==> config.mk <==
export PLATFORM = sky130hd
export DESIGN_NAME = pcm_media_access
export DESIGN_NICKNAME = d
export VERILOG_FILES = /design/src/pcm_pkg.sv /design/src/pcm_lfsr.sv /design/src/pcm_media_access.sv
export SDC_FILE = /design/constraint.sdc
export NUM_CORES = 1
export LEC_CHECK = 0
export BUFFER_PORTS_ARGS = -buffer_cell sky130_fd_sc_hd__buf_4
export CAP_MARGIN = 20
export CORE_MARGIN = 8
export CORE_UTILIZATION = 40
export CTS_CLUSTER_SIZE = 8
export DETAILED_ROUTE_END_ITERATION = 10
export HOLD_SLACK_MARGIN = 0.05
export PLACE_DENSITY_LB_ADDON = 0.08
export SETUP_SLACK_MARGIN = 0.15
export SYNTH_ARGS = -nofsm -noshare
export SYNTH_HDL_FRONTEND = slang
export SYNTH_HIERARCHICAL = 1
export SYNTH_SLANG_ARGS = --single-unit
==> constraint.sdc <==
create_clock -name CLK_I -period 13.1 [get_ports CLK_I]
set_input_delay 0 -clock CLK_I [delete_from_list [all_inputs] [get_ports CLK_I]]
set_output_delay 0 -clock CLK_I [all_outputs]
set_load 0.1 [all_outputs]
==> src/pcm_pkg.sv <==
// constants for the predictive csma media access block
package pcm_pkg;
    // register byte offsets
    localparam logic [7:0] OFS_CTRL = 8'h00;
    localparam logic [7:0] OFS_SLOTW = 8'h04;
    localparam logic [7:0] OFS_TXREQ = 8'h08;
    localparam logic [7:0] OFS_STATUS = 8'h0C;
    // ctrl fields
    localparam int CTRL_M_LSB = 0;
    localparam int CTRL_OWN_LSB = 8;
    localparam int CTRL_DELTA_LSB = 16;
    // txreq fields
    localparam int TXREQ_PRI_BIT = 0;
    // status fields
    localparam int ST_BL_LSB = 0;
    localparam int ST_IDLE_BIT = 8;
    localparam int ST_STATE_LSB = 10;
    localparam int ST_PPEND_LSB = 16;
    localparam int ST_NPEND_LSB = 20;
    // reset values
    localparam logic [6:0] M_RST = 7'h00;
    localparam logic [6:0] OWN_RST = 7'h00;
    localparam logic [5:0] DELTA_RST = 6'h00;
    localparam logic [9:0] SLOTW_RST = 10'h12C;
    // timing, in tenths of a bit time
    localparam int TENTHS_PER_BIT = 10;
    localparam int IDLE_BITS = 2;
    localparam logic [5:0] IDLE_TENTHS = 6'(IDLE_BITS * TENTHS_PER_BIT);
    localparam int SLOT_MIN_BITS = 2;
    localparam logic [9:0] SLOTW_MIN = 10'(SLOT_MIN_BITS * TENTHS_PER_BIT);
    // backlog and window
    localparam logic [5:0] BL_MIN = 6'h01;
    localparam logic [5:0] BL_MAX = 6'h3F;
    localparam int BASE_SLOTS = 16;
    // access states
    typedef enum logic [1:0] {PCM_WAIT, PCM_ARMED, PCM_TX} pcm_state_e;
endpackage

==> src/pcm_lfsr.sv <==
// pseudo-random generator stepping once per enable
`timescale 1ns/1ns
module pcm_lfsr #(
    parameter int W = 16
) (
    input wire logic clk_i,
    input wire logic arst_n_i,
    input wire logic en_i,
    output logic [W-1:0] rnd_o
);
    logic [W-1:0] lfsr_ff;
    logic [W-1:0] nxt_lfsr;

    initial begin
        if (W != 16) $error("pcm_lfsr supports W of 16 only");
    end

    always_comb begin
        nxt_lfsr = lfsr_ff;
        if (en_i) begin
            nxt_lfsr = {lfsr_ff[W-2:0],
                lfsr_ff[15] ^ lfsr_ff[13] ^ lfsr_ff[12] ^ lfsr_ff[10]};
        end
    end

    always_ff @(posedge clk_i or negedge arst_n_i) begin
        if (!arst_n_i) begin
            lfsr_ff <= 16'hACE1;
        end else begin
            lfsr_ff <= nxt_lfsr;
        end
    end

    assign rnd_o = lfsr_ff;
endmodule // pcm_lfsr

==> src/pcm_media_access.sv <==
// predictive p-persistent csma media access controller with ahb-lite regs
//
// Our own choices: the address map and the AHB-Lite interface to the registers.
`timescale 1ns/1ns
module pcm_media_access #(
    parameter int TICK_DIV = 1,
    parameter int PEND_W = 4
) (
    input wire logic CLK_I,
    input wire logic ARST_N_I,
    input wire logic HSEL_I,
    input wire logic [7:0] HADDR_I,
    input wire logic [1:0] HTRANS_I,
    input wire logic HWRITE_I,
    input wire logic [2:0] HSIZE_I,
    input wire logic [31:0] HWDATA_I,
    input wire logic HREADY_I,
    output logic [31:0] HRDATA_O,
    output logic HREADYOUT_O,
    output logic HRESP_O,
    input wire logic CHAN_RX_I,
    input wire logic RX_HDR_VALID_I,
    input wire logic [5:0] RX_DELTA_I,
    output logic TX_START_O,
    output logic TX_PRI_O,
    output logic [5:0] TX_DELTA_O
);
    localparam logic [PEND_W-1:0] PEND_MAX = '1;
    localparam logic [PEND_W-1:0] PEND_ONE = PEND_W'(1);
    localparam logic [9:0] LATE_TICKS = 10'h002; // arming costs a tick or two

    initial begin
        if (TICK_DIV < 1 || TICK_DIV > 65535) $error("TICK_DIV out of range");
        if (PEND_W < 1 || PEND_W > 4) $error("PEND_W must be 1 to 4");
    end

    // bus slave state
    logic wr_pend_ff, nxt_wr_pend;
    logic [7:0] wr_addr_ff, nxt_wr_addr;
    logic [31:0] rdata_ff, nxt_rdata;
    logic [6:0] m_ff, nxt_m;
    logic [6:0] own_ff, nxt_own;
    logic [5:0] delta_ff, nxt_delta;
    logic [9:0] slotw_ff, nxt_slotw;
    logic push_pri, push_npri;
    // channel sense state
    logic rx_s1_ff, rx_s2_ff, rx_s3_ff;
    logic [15:0] div_ff, nxt_div;
    logic tick;
    logic [5:0] quiet_ff, nxt_quiet;
    logic idle_q_ff;
    logic idle, pkt_end;
    logic [9:0] stick_ff, nxt_stick;
    logic [10:0] sidx_ff, nxt_sidx;
    // backlog
    logic [5:0] bl_ff, nxt_bl;
    logic [6:0] bl_sum;
    // access state
    pcm_pkg::pcm_state_e st_ff, nxt_st;
    logic [PEND_W-1:0] ppend_ff, nxt_ppend, npend_ff, nxt_npend;
    logic [10:0] tgt_ff, nxt_tgt;
    logic cur_pri_ff, nxt_cur_pri;
    logic seen_busy_ff, nxt_seen_busy;
    logic start_ff, nxt_start;
    logic pri_ff, nxt_pri;
    logic [5:0] tdelta_ff, nxt_tdelta;
    logic [15:0] rnd;
    logic [9:0] win;
    logic [25:0] prod;
    logic [10:0] draw;
    logic use_pri;
    logic fire;

    pcm_lfsr #(.W(16)) u_lfsr (
        .clk_i(CLK_I),
        .arst_n_i(ARST_N_I),
        .en_i(1'b1),
        .rnd_o(rnd)
    );

    // ahb-lite slave: zero wait states, always okay
    always_comb begin
        nxt_wr_pend = 1'b0;
        nxt_wr_addr = wr_addr_ff;
        nxt_rdata = rdata_ff;
        nxt_m = m_ff;
        nxt_own = own_ff;
        nxt_delta = delta_ff;
        nxt_slotw = slotw_ff;
        push_pri = 1'b0;
        push_npri = 1'b0;
        if (wr_pend_ff) begin
            case (wr_addr_ff)
                pcm_pkg::OFS_CTRL: begin
                    nxt_m = HWDATA_I[pcm_pkg::CTRL_M_LSB +: 7];
                    nxt_own = HWDATA_I[pcm_pkg::CTRL_OWN_LSB +: 7];
                    nxt_delta = HWDATA_I[pcm_pkg::CTRL_DELTA_LSB +: 6];
                end
                pcm_pkg::OFS_SLOTW: begin
                    if (HWDATA_I[9:0] < pcm_pkg::SLOTW_MIN) begin
                        nxt_slotw = pcm_pkg::SLOTW_MIN;
                    end else begin
                        nxt_slotw = HWDATA_I[9:0];
                    end
                end
                pcm_pkg::OFS_TXREQ: begin
                    push_pri = HWDATA_I[pcm_pkg::TXREQ_PRI_BIT];
                    push_npri = !HWDATA_I[pcm_pkg::TXREQ_PRI_BIT];
                end
                default: begin
                end
            endcase
        end
        if (HSEL_I && HTRANS_I[1] && HREADY_I) begin
            nxt_wr_pend = HWRITE_I;
            nxt_wr_addr = {HADDR_I[7:2], 2'b00};
            nxt_rdata = 32'h0000_0000;
            if (!HWRITE_I) begin
                case ({HADDR_I[7:2], 2'b00})
                    pcm_pkg::OFS_CTRL: begin
                        nxt_rdata[pcm_pkg::CTRL_M_LSB +: 7] = m_ff;
                        nxt_rdata[pcm_pkg::CTRL_OWN_LSB +: 7] = own_ff;
                        nxt_rdata[pcm_pkg::CTRL_DELTA_LSB +: 6] = delta_ff;
                    end
                    pcm_pkg::OFS_SLOTW: nxt_rdata[9:0] = slotw_ff;
                    pcm_pkg::OFS_STATUS: begin
                        nxt_rdata[pcm_pkg::ST_BL_LSB +: 6] = bl_ff;
                        nxt_rdata[pcm_pkg::ST_IDLE_BIT] = idle;
                        nxt_rdata[pcm_pkg::ST_STATE_LSB +: 2] = st_ff;
                        nxt_rdata[pcm_pkg::ST_PPEND_LSB +: PEND_W] = ppend_ff;
                        nxt_rdata[pcm_pkg::ST_NPEND_LSB +: PEND_W] = npend_ff;
                    end
                    default: nxt_rdata = 32'h0000_0000;
                endcase
            end
        end
    end

    always_ff @(posedge CLK_I or negedge ARST_N_I) begin
        if (!ARST_N_I) begin
            wr_pend_ff <= 1'b0;
            wr_addr_ff <= 8'h00;
            rdata_ff <= 32'h0000_0000;
            m_ff <= pcm_pkg::M_RST;
            own_ff <= pcm_pkg::OWN_RST;
            delta_ff <= pcm_pkg::DELTA_RST;
            slotw_ff <= pcm_pkg::SLOTW_RST;
        end else begin
            wr_pend_ff <= nxt_wr_pend;
            wr_addr_ff <= nxt_wr_addr;
            rdata_ff <= nxt_rdata;
            m_ff <= nxt_m;
            own_ff <= nxt_own;
            delta_ff <= nxt_delta;
            slotw_ff <= nxt_slotw;
        end
    end

    assign HRDATA_O = rdata_ff;
    assign HREADYOUT_O = 1'b1;
    assign HRESP_O = 1'b0;

    // channel sensing, idle detection and slot timing
    assign tick = (div_ff == 16'(TICK_DIV - 1));
    assign idle = (quiet_ff > pcm_pkg::IDLE_TENTHS);
    assign pkt_end = idle && !idle_q_ff;

    always_comb begin
        nxt_div = tick ? 16'h0000 : div_ff + 16'h0001;
        nxt_quiet = quiet_ff;
        if (rx_s2_ff != rx_s3_ff) begin
            nxt_quiet = 6'h00;
        end else if (tick && !idle) begin
            nxt_quiet = quiet_ff + 6'h01;
        end
        nxt_stick = stick_ff;
        nxt_sidx = sidx_ff;
        if (!idle) begin
            nxt_stick = 10'h000;
            nxt_sidx = 11'h000;
        end else if (tick) begin
            if (stick_ff >= slotw_ff - 10'h001) begin
                nxt_stick = 10'h000;
                if (sidx_ff != 11'h7FF) nxt_sidx = sidx_ff + 11'h001;
            end else begin
                nxt_stick = stick_ff + 10'h001;
            end
        end
    end

    always_ff @(posedge CLK_I or negedge ARST_N_I) begin
        if (!ARST_N_I) begin
            rx_s1_ff <= 1'b0;
            rx_s2_ff <= 1'b0;
            rx_s3_ff <= 1'b0;
            div_ff <= 16'h0000;
            quiet_ff <= 6'h00;
            idle_q_ff <= 1'b0;
            stick_ff <= 10'h000;
            sidx_ff <= 11'h000;
        end else begin
            rx_s1_ff <= CHAN_RX_I;
            rx_s2_ff <= rx_s1_ff;
            rx_s3_ff <= rx_s2_ff;
            div_ff <= nxt_div;
            quiet_ff <= nxt_quiet;
            idle_q_ff <= idle;
            stick_ff <= nxt_stick;
            sidx_ff <= nxt_sidx;
        end
    end

    // backlog estimate
    always_comb begin
        bl_sum = {1'b0, bl_ff};
        if (RX_HDR_VALID_I) bl_sum = bl_sum + {1'b0, RX_DELTA_I};
        if (pkt_end && bl_sum > {1'b0, pcm_pkg::BL_MIN}) begin
            bl_sum = bl_sum - 7'h01;
        end
        if (bl_sum > {1'b0, pcm_pkg::BL_MAX}) begin
            nxt_bl = pcm_pkg::BL_MAX;
        end else begin
            nxt_bl = bl_sum[5:0];
        end
    end

    always_ff @(posedge CLK_I or negedge ARST_N_I) begin
        if (!ARST_N_I) begin
            bl_ff <= pcm_pkg::BL_MIN;
        end else begin
            bl_ff <= nxt_bl;
        end
    end

    // slot selection
    assign win = 10'(pcm_pkg::BASE_SLOTS) * {4'h0, bl_ff};
    assign prod = rnd * win;
    assign draw = {4'h0, m_ff} + {1'b0, prod[25:16]};
    assign use_pri = (ppend_ff != '0) && (own_ff != 7'h00)
        && (own_ff <= m_ff);
    assign fire = (st_ff == pcm_pkg::PCM_ARMED) && idle
        && (stick_ff <= LATE_TICKS) && (sidx_ff == tgt_ff);

    always_comb begin
        nxt_st = st_ff;
        nxt_ppend = ppend_ff;
        nxt_npend = npend_ff;
        nxt_tgt = tgt_ff;
        nxt_cur_pri = cur_pri_ff;
        nxt_seen_busy = seen_busy_ff;
        nxt_start = 1'b0;
        nxt_pri = pri_ff;
        nxt_tdelta = tdelta_ff;
        case (st_ff)
            pcm_pkg::PCM_WAIT: begin
                if (idle && (ppend_ff != '0 || npend_ff != '0)) begin
                    nxt_st = pcm_pkg::PCM_ARMED;
                    nxt_cur_pri = (ppend_ff != '0);
                    if (use_pri) begin
                        nxt_tgt = {4'h0, own_ff - 7'h01};
                    end else begin
                        nxt_tgt = draw;
                    end
                    if (nxt_tgt < sidx_ff || (nxt_tgt == sidx_ff
                            && stick_ff >= LATE_TICKS)) begin
                        nxt_tgt = sidx_ff + 11'h001;
                    end
                end
            end
            pcm_pkg::PCM_ARMED: begin
                if (!idle) begin
                    nxt_st = pcm_pkg::PCM_WAIT;
                end else if (fire) begin
                    nxt_st = pcm_pkg::PCM_TX;
                    nxt_start = 1'b1;
                    nxt_pri = cur_pri_ff;
                    nxt_tdelta = delta_ff;
                    nxt_seen_busy = 1'b0;
                    if (cur_pri_ff) begin
                        nxt_ppend = ppend_ff - PEND_ONE;
                    end else begin
                        nxt_npend = npend_ff - PEND_ONE;
                    end
                end
            end
            pcm_pkg::PCM_TX: begin
                if (!idle) begin
                    nxt_seen_busy = 1'b1;
                end else if (seen_busy_ff) begin
                    nxt_st = pcm_pkg::PCM_WAIT;
                end
            end
            default: nxt_st = pcm_pkg::PCM_WAIT;
        endcase
        if (push_pri && nxt_ppend != PEND_MAX) begin
            nxt_ppend = nxt_ppend + PEND_ONE;
        end
        if (push_npri && nxt_npend != PEND_MAX) begin
            nxt_npend = nxt_npend + PEND_ONE;
        end
    end

    always_ff @(posedge CLK_I or negedge ARST_N_I) begin
        if (!ARST_N_I) begin
            st_ff <= pcm_pkg::PCM_WAIT;
            ppend_ff <= '0;
            npend_ff <= '0;
            tgt_ff <= 11'h000;
            cur_pri_ff <= 1'b0;
            seen_busy_ff <= 1'b0;
            start_ff <= 1'b0;
            pri_ff <= 1'b0;
            tdelta_ff <= 6'h00;
        end else begin
            st_ff <= nxt_st;
            ppend_ff <= nxt_ppend;
            npend_ff <= nxt_npend;
            tgt_ff <= nxt_tgt;
            cur_pri_ff <= nxt_cur_pri;
            seen_busy_ff <= nxt_seen_busy;
            start_ff <= nxt_start;
            pri_ff <= nxt_pri;
            tdelta_ff <= nxt_tdelta;
        end
    end

    assign TX_START_O = start_ff;
    assign TX_PRI_O = pri_ff;
    assign TX_DELTA_O = tdelta_ff;
endmodule // pcm_media_access

==> results.py <==
metrics = {
    "outcome": {
        "status": "completed",
    },
    "detailed_routing": {
        "wl_mm": 31.1,
        "ant_nets": 0,
        "wl_per_cell_um": 17.6,
        "detail_route.iter0.violations": 390,
        "via_per_inst": 5.20,
        "drc": 0,
        "vias": 9180,
        "firstDrtPassIters": 5,
    },
    "die": {
        "die_w_um": 190,
        "die_area_um2": 36000,
        "rows": 63,
        "initial_utilization_pct": 40.6,
        "fp.coreArea_um2": 29700,
        "ios": 100,
        "dieHeight_um": 190,
    },
    "synth": {
        "ys_ff_latch": 160,
        "synthSimpleGateAreaFrac_pct": 17.6,
        "syn_inst": 1260,
        "synth_mux_area_share_pct": 5.14,
        "synth_edf_count": 0,
        "synth_top_area_cell": "dfrtp_1",
        "yosysSeqAreaShare_pct": 33.3,
        "postSynth.asyncResetShare_pct": 100,
        "yosysWarnings": 6,
        "synth_ff_type": "dfrtp_1",
        "yosys.area_share.adder_pct": 18.5,
        "synth_compound_area_share_pct": 13.3,
        "synthDistinctLibCells": 81,
        "synth_area_um2": 12100,
        "synth_top_family_by_area": "adder cells",
        "syn_avg_cell_area_um2": 9.58,
        "synthTopCellsByArea": "dfrtp_1, fa_1, ha_1",
        "synth_top_area_share_pct": 30.5,
        "synthXorXnorAreaFrac_pct": 5.93,
    },
    "critical_path": {
        "cp-end-kind": "register",
        "path_max_fanout": 19,
        "worst-r2r-setup-slack_ns": 4.64,
        "reg2reg_to": "tgt_ff[10]",
        "worst_setup_path_start_kind": "register",
        "arrival_ns": 8.79,
        "r2r_cells": 30,
        "max_stage_delay_ns": 0.83,
        "path_class": "reg2reg",
        "worstPathRequired_ns": 13.43,
        "rr_startpoint": "bl_ff[5]",
        "crit_slowest_cell": "dfrtp_1",
    },
    "global_routing": {
        "grt_pass1_wl_mm": 52.2,
        "grt_use_total_pct": 18.1,
        "grt_pass1_vias": 9763,
        "grt-ovfl-total": 0,
        "grt_antenna_before_repair": 2,
        "grt_max_degree": 62,
    },
    "final_layout": {
        "drive_gt1_share_pct": 14.4,
        "num-nets-final": 1561,
        "fillCellCount": 2930,
        "area_delta_synth_final_pct": 15.0,
    },
    "cts": {
        "cts-root-buf": "clkbuf_16",
        "tritoncts": "yes",
        "numCtsBuffers": 17,
        "clock-sinks": 160,
        "htreeDepth": 4,
        "clkTransAtPathRegs_ns": 0.08,
        "clock_path_buffers": 2,
        "cts_setup_buffers": 0,
        "worstSkewPairLatency_ns": 0.44,
    },
    "sta": {
        "slew_violations": 0,
        "fin_crit_sh_pct": 64.6,
        "finalWorstPathRequiredPeriod_ns": 8.46,
        "layout_setup_ws_ns": 4.64,
        "max_freq_mhz": 118,
        "tns_ns": 0,
        "worst_pin_slew_ns": 0.970,
        "relSlewSlack_pct": 35.0,
        "hold_viol": 0,
        "finClkSkew_ns": 0.0177,
        "rsz0062_at_grt": "no",
        "finalSetupViolCount": 0,
    },
    "place": {
        "hpwl_mm": 23.2,
        "place.gp.congestion": 0.839,
        "pre_cts_slack_ns": 4.56,
        "port_buffers": 71,
    },
    "run": {
        "maxCapViolations": 0,
    },
    "min_path": {
        "hold_class": "in2async",
    },
}
[cells in the mapped netlist, types with 8 or more instances]
library cell	count
a21o_1	18
a21oi_1	42
a222oi_1	10
a22o_1	12
and2_1	89
and3_1	11
buf_4	12
clkbuf_1	28
dfrtp_1	147
dfstp_2	13
fa_1	58
ha_1	86
inv_1	127
mux2_2	36
mux2_4	8
nand2_1	131
nand3_1	19
nand4_1	16
nor2_1	60
nor2b_1	8
nor3_1	33
nor4_1	12
o21a_1	14
o21ai_0	45
o21ai_1	9
o31ai_1	10
xnor2_1	61
xor2_1	17
[layer usage]
metal | wire (um) | share of wire [%] | up-vias | global-route usage (%)
met5 | 0 | 0 | - | 0
met4 | 511 | 1.6 | 0 | 5.26
met3 | 854 | 2.7 | 33 | 3.08
met2 | 15100 | 49 | 129 | 30.8
met1 | 14600 | 47 | 4505 | 23.3
li1 | - | - | 4513 | -
[cells by family after synthesis]
group           Yosys count
mux                      53
other cells               2
flops                   160
xor+xnor                 80
compound gates          228
buf+inv                 176
fa+ha+maj               144
simple gates            417
[worst max-delay path by stage]
stage                     startpoint          to  slack (ns)  cells past startpoint
final                       bl_ff[5]  tgt_ff[10]        4.64                     30
after floorplan             bl_ff[0]   tgt_ff[4]        5.87                     33
after global routing        bl_ff[5]  tgt_ff[10]        4.04                     30
after detailed placement    bl_ff[5]  tgt_ff[10]        4.56                     30
after CTS                   bl_ff[5]  tgt_ff[10]        4.52                     30
after global placement      bl_ff[5]  tgt_ff[10]        4.74                     30
[sequential cells by signal (all words and copies together), names as in the netlist, 4 cells and up]
signal,flops
HRDATA_O,23
div_ff,16
u_lfsr/rnd_o,16
sidx_ff,11
tgt_ff,11
slotw_ff,10
stick_ff,10
m_ff,7
own_ff,7
TX_DELTA_O,6
bl_ff,6
delta_ff,6
quiet_ff,6
wr_addr_ff,6
npend_ff,4
ppend_ff,4
[timing repair]
item	4_1_cts	5_1_grt
hold endpoints to repair	102	0
gates resized for setup	0	0
hold buffers	31	0
[critical path, delay by kind of cell (launching register included)]
kind | cells | cell delay (ns)
fa+ha+maj | 6 | 2.38
simple gates | 8 | 1.11
mux | 1 | 0.30
compound gates | 14 | 3.55
flops | 1 | 0.83
xor+xnor | 1 | 0.17
[layout make-up]
cell class	count	area [um2]	area share, %
sequential	160	4020	29.0
inverter	130	488	3.51
multi-input combinational	934	7350	53.0
clock buffer	18	439	3.16
antenna	2	5.00	0.0360
timing repair buffer	116	950	6.84
clock inverter	14	141	1.02
tap	390	488	3.51
[cell usage in the layout (no fill, tap or decap), drive strengths merged, types with 13 or more instances in the layout]
cell,count
dfrtp,147
inv,138
nand2,132
and2,90
ha,86
buf,84
xnor2,62
nor2,60
fa,58
o21ai,54
mux2,48
a21oi,42
nor3,33
dlygate4sd3,31
nand3,19
clkbuf,19
a21o,18
xor2,18
nand4,16
o21a,14
nor4,14
dfstp,13
[per-stage QoR]
stage	utilization [%]	cell area, um2	std cells	hold WS, ns
floorplan	-	12100	1270	-0.296
global placement	43.7	13000	1698	-0.0112
detailed placement	43.7	13000	1698	-0.00854
CTS	46.7	13900	1761	0.0822
global route	46.7	13900	1764	0.131
finish	46.7	13900	1764	0.0839
Power is left out: the tool's default activity adds up to more than one toggle a clock period on the data nets, which glitch-free logic cannot reach.
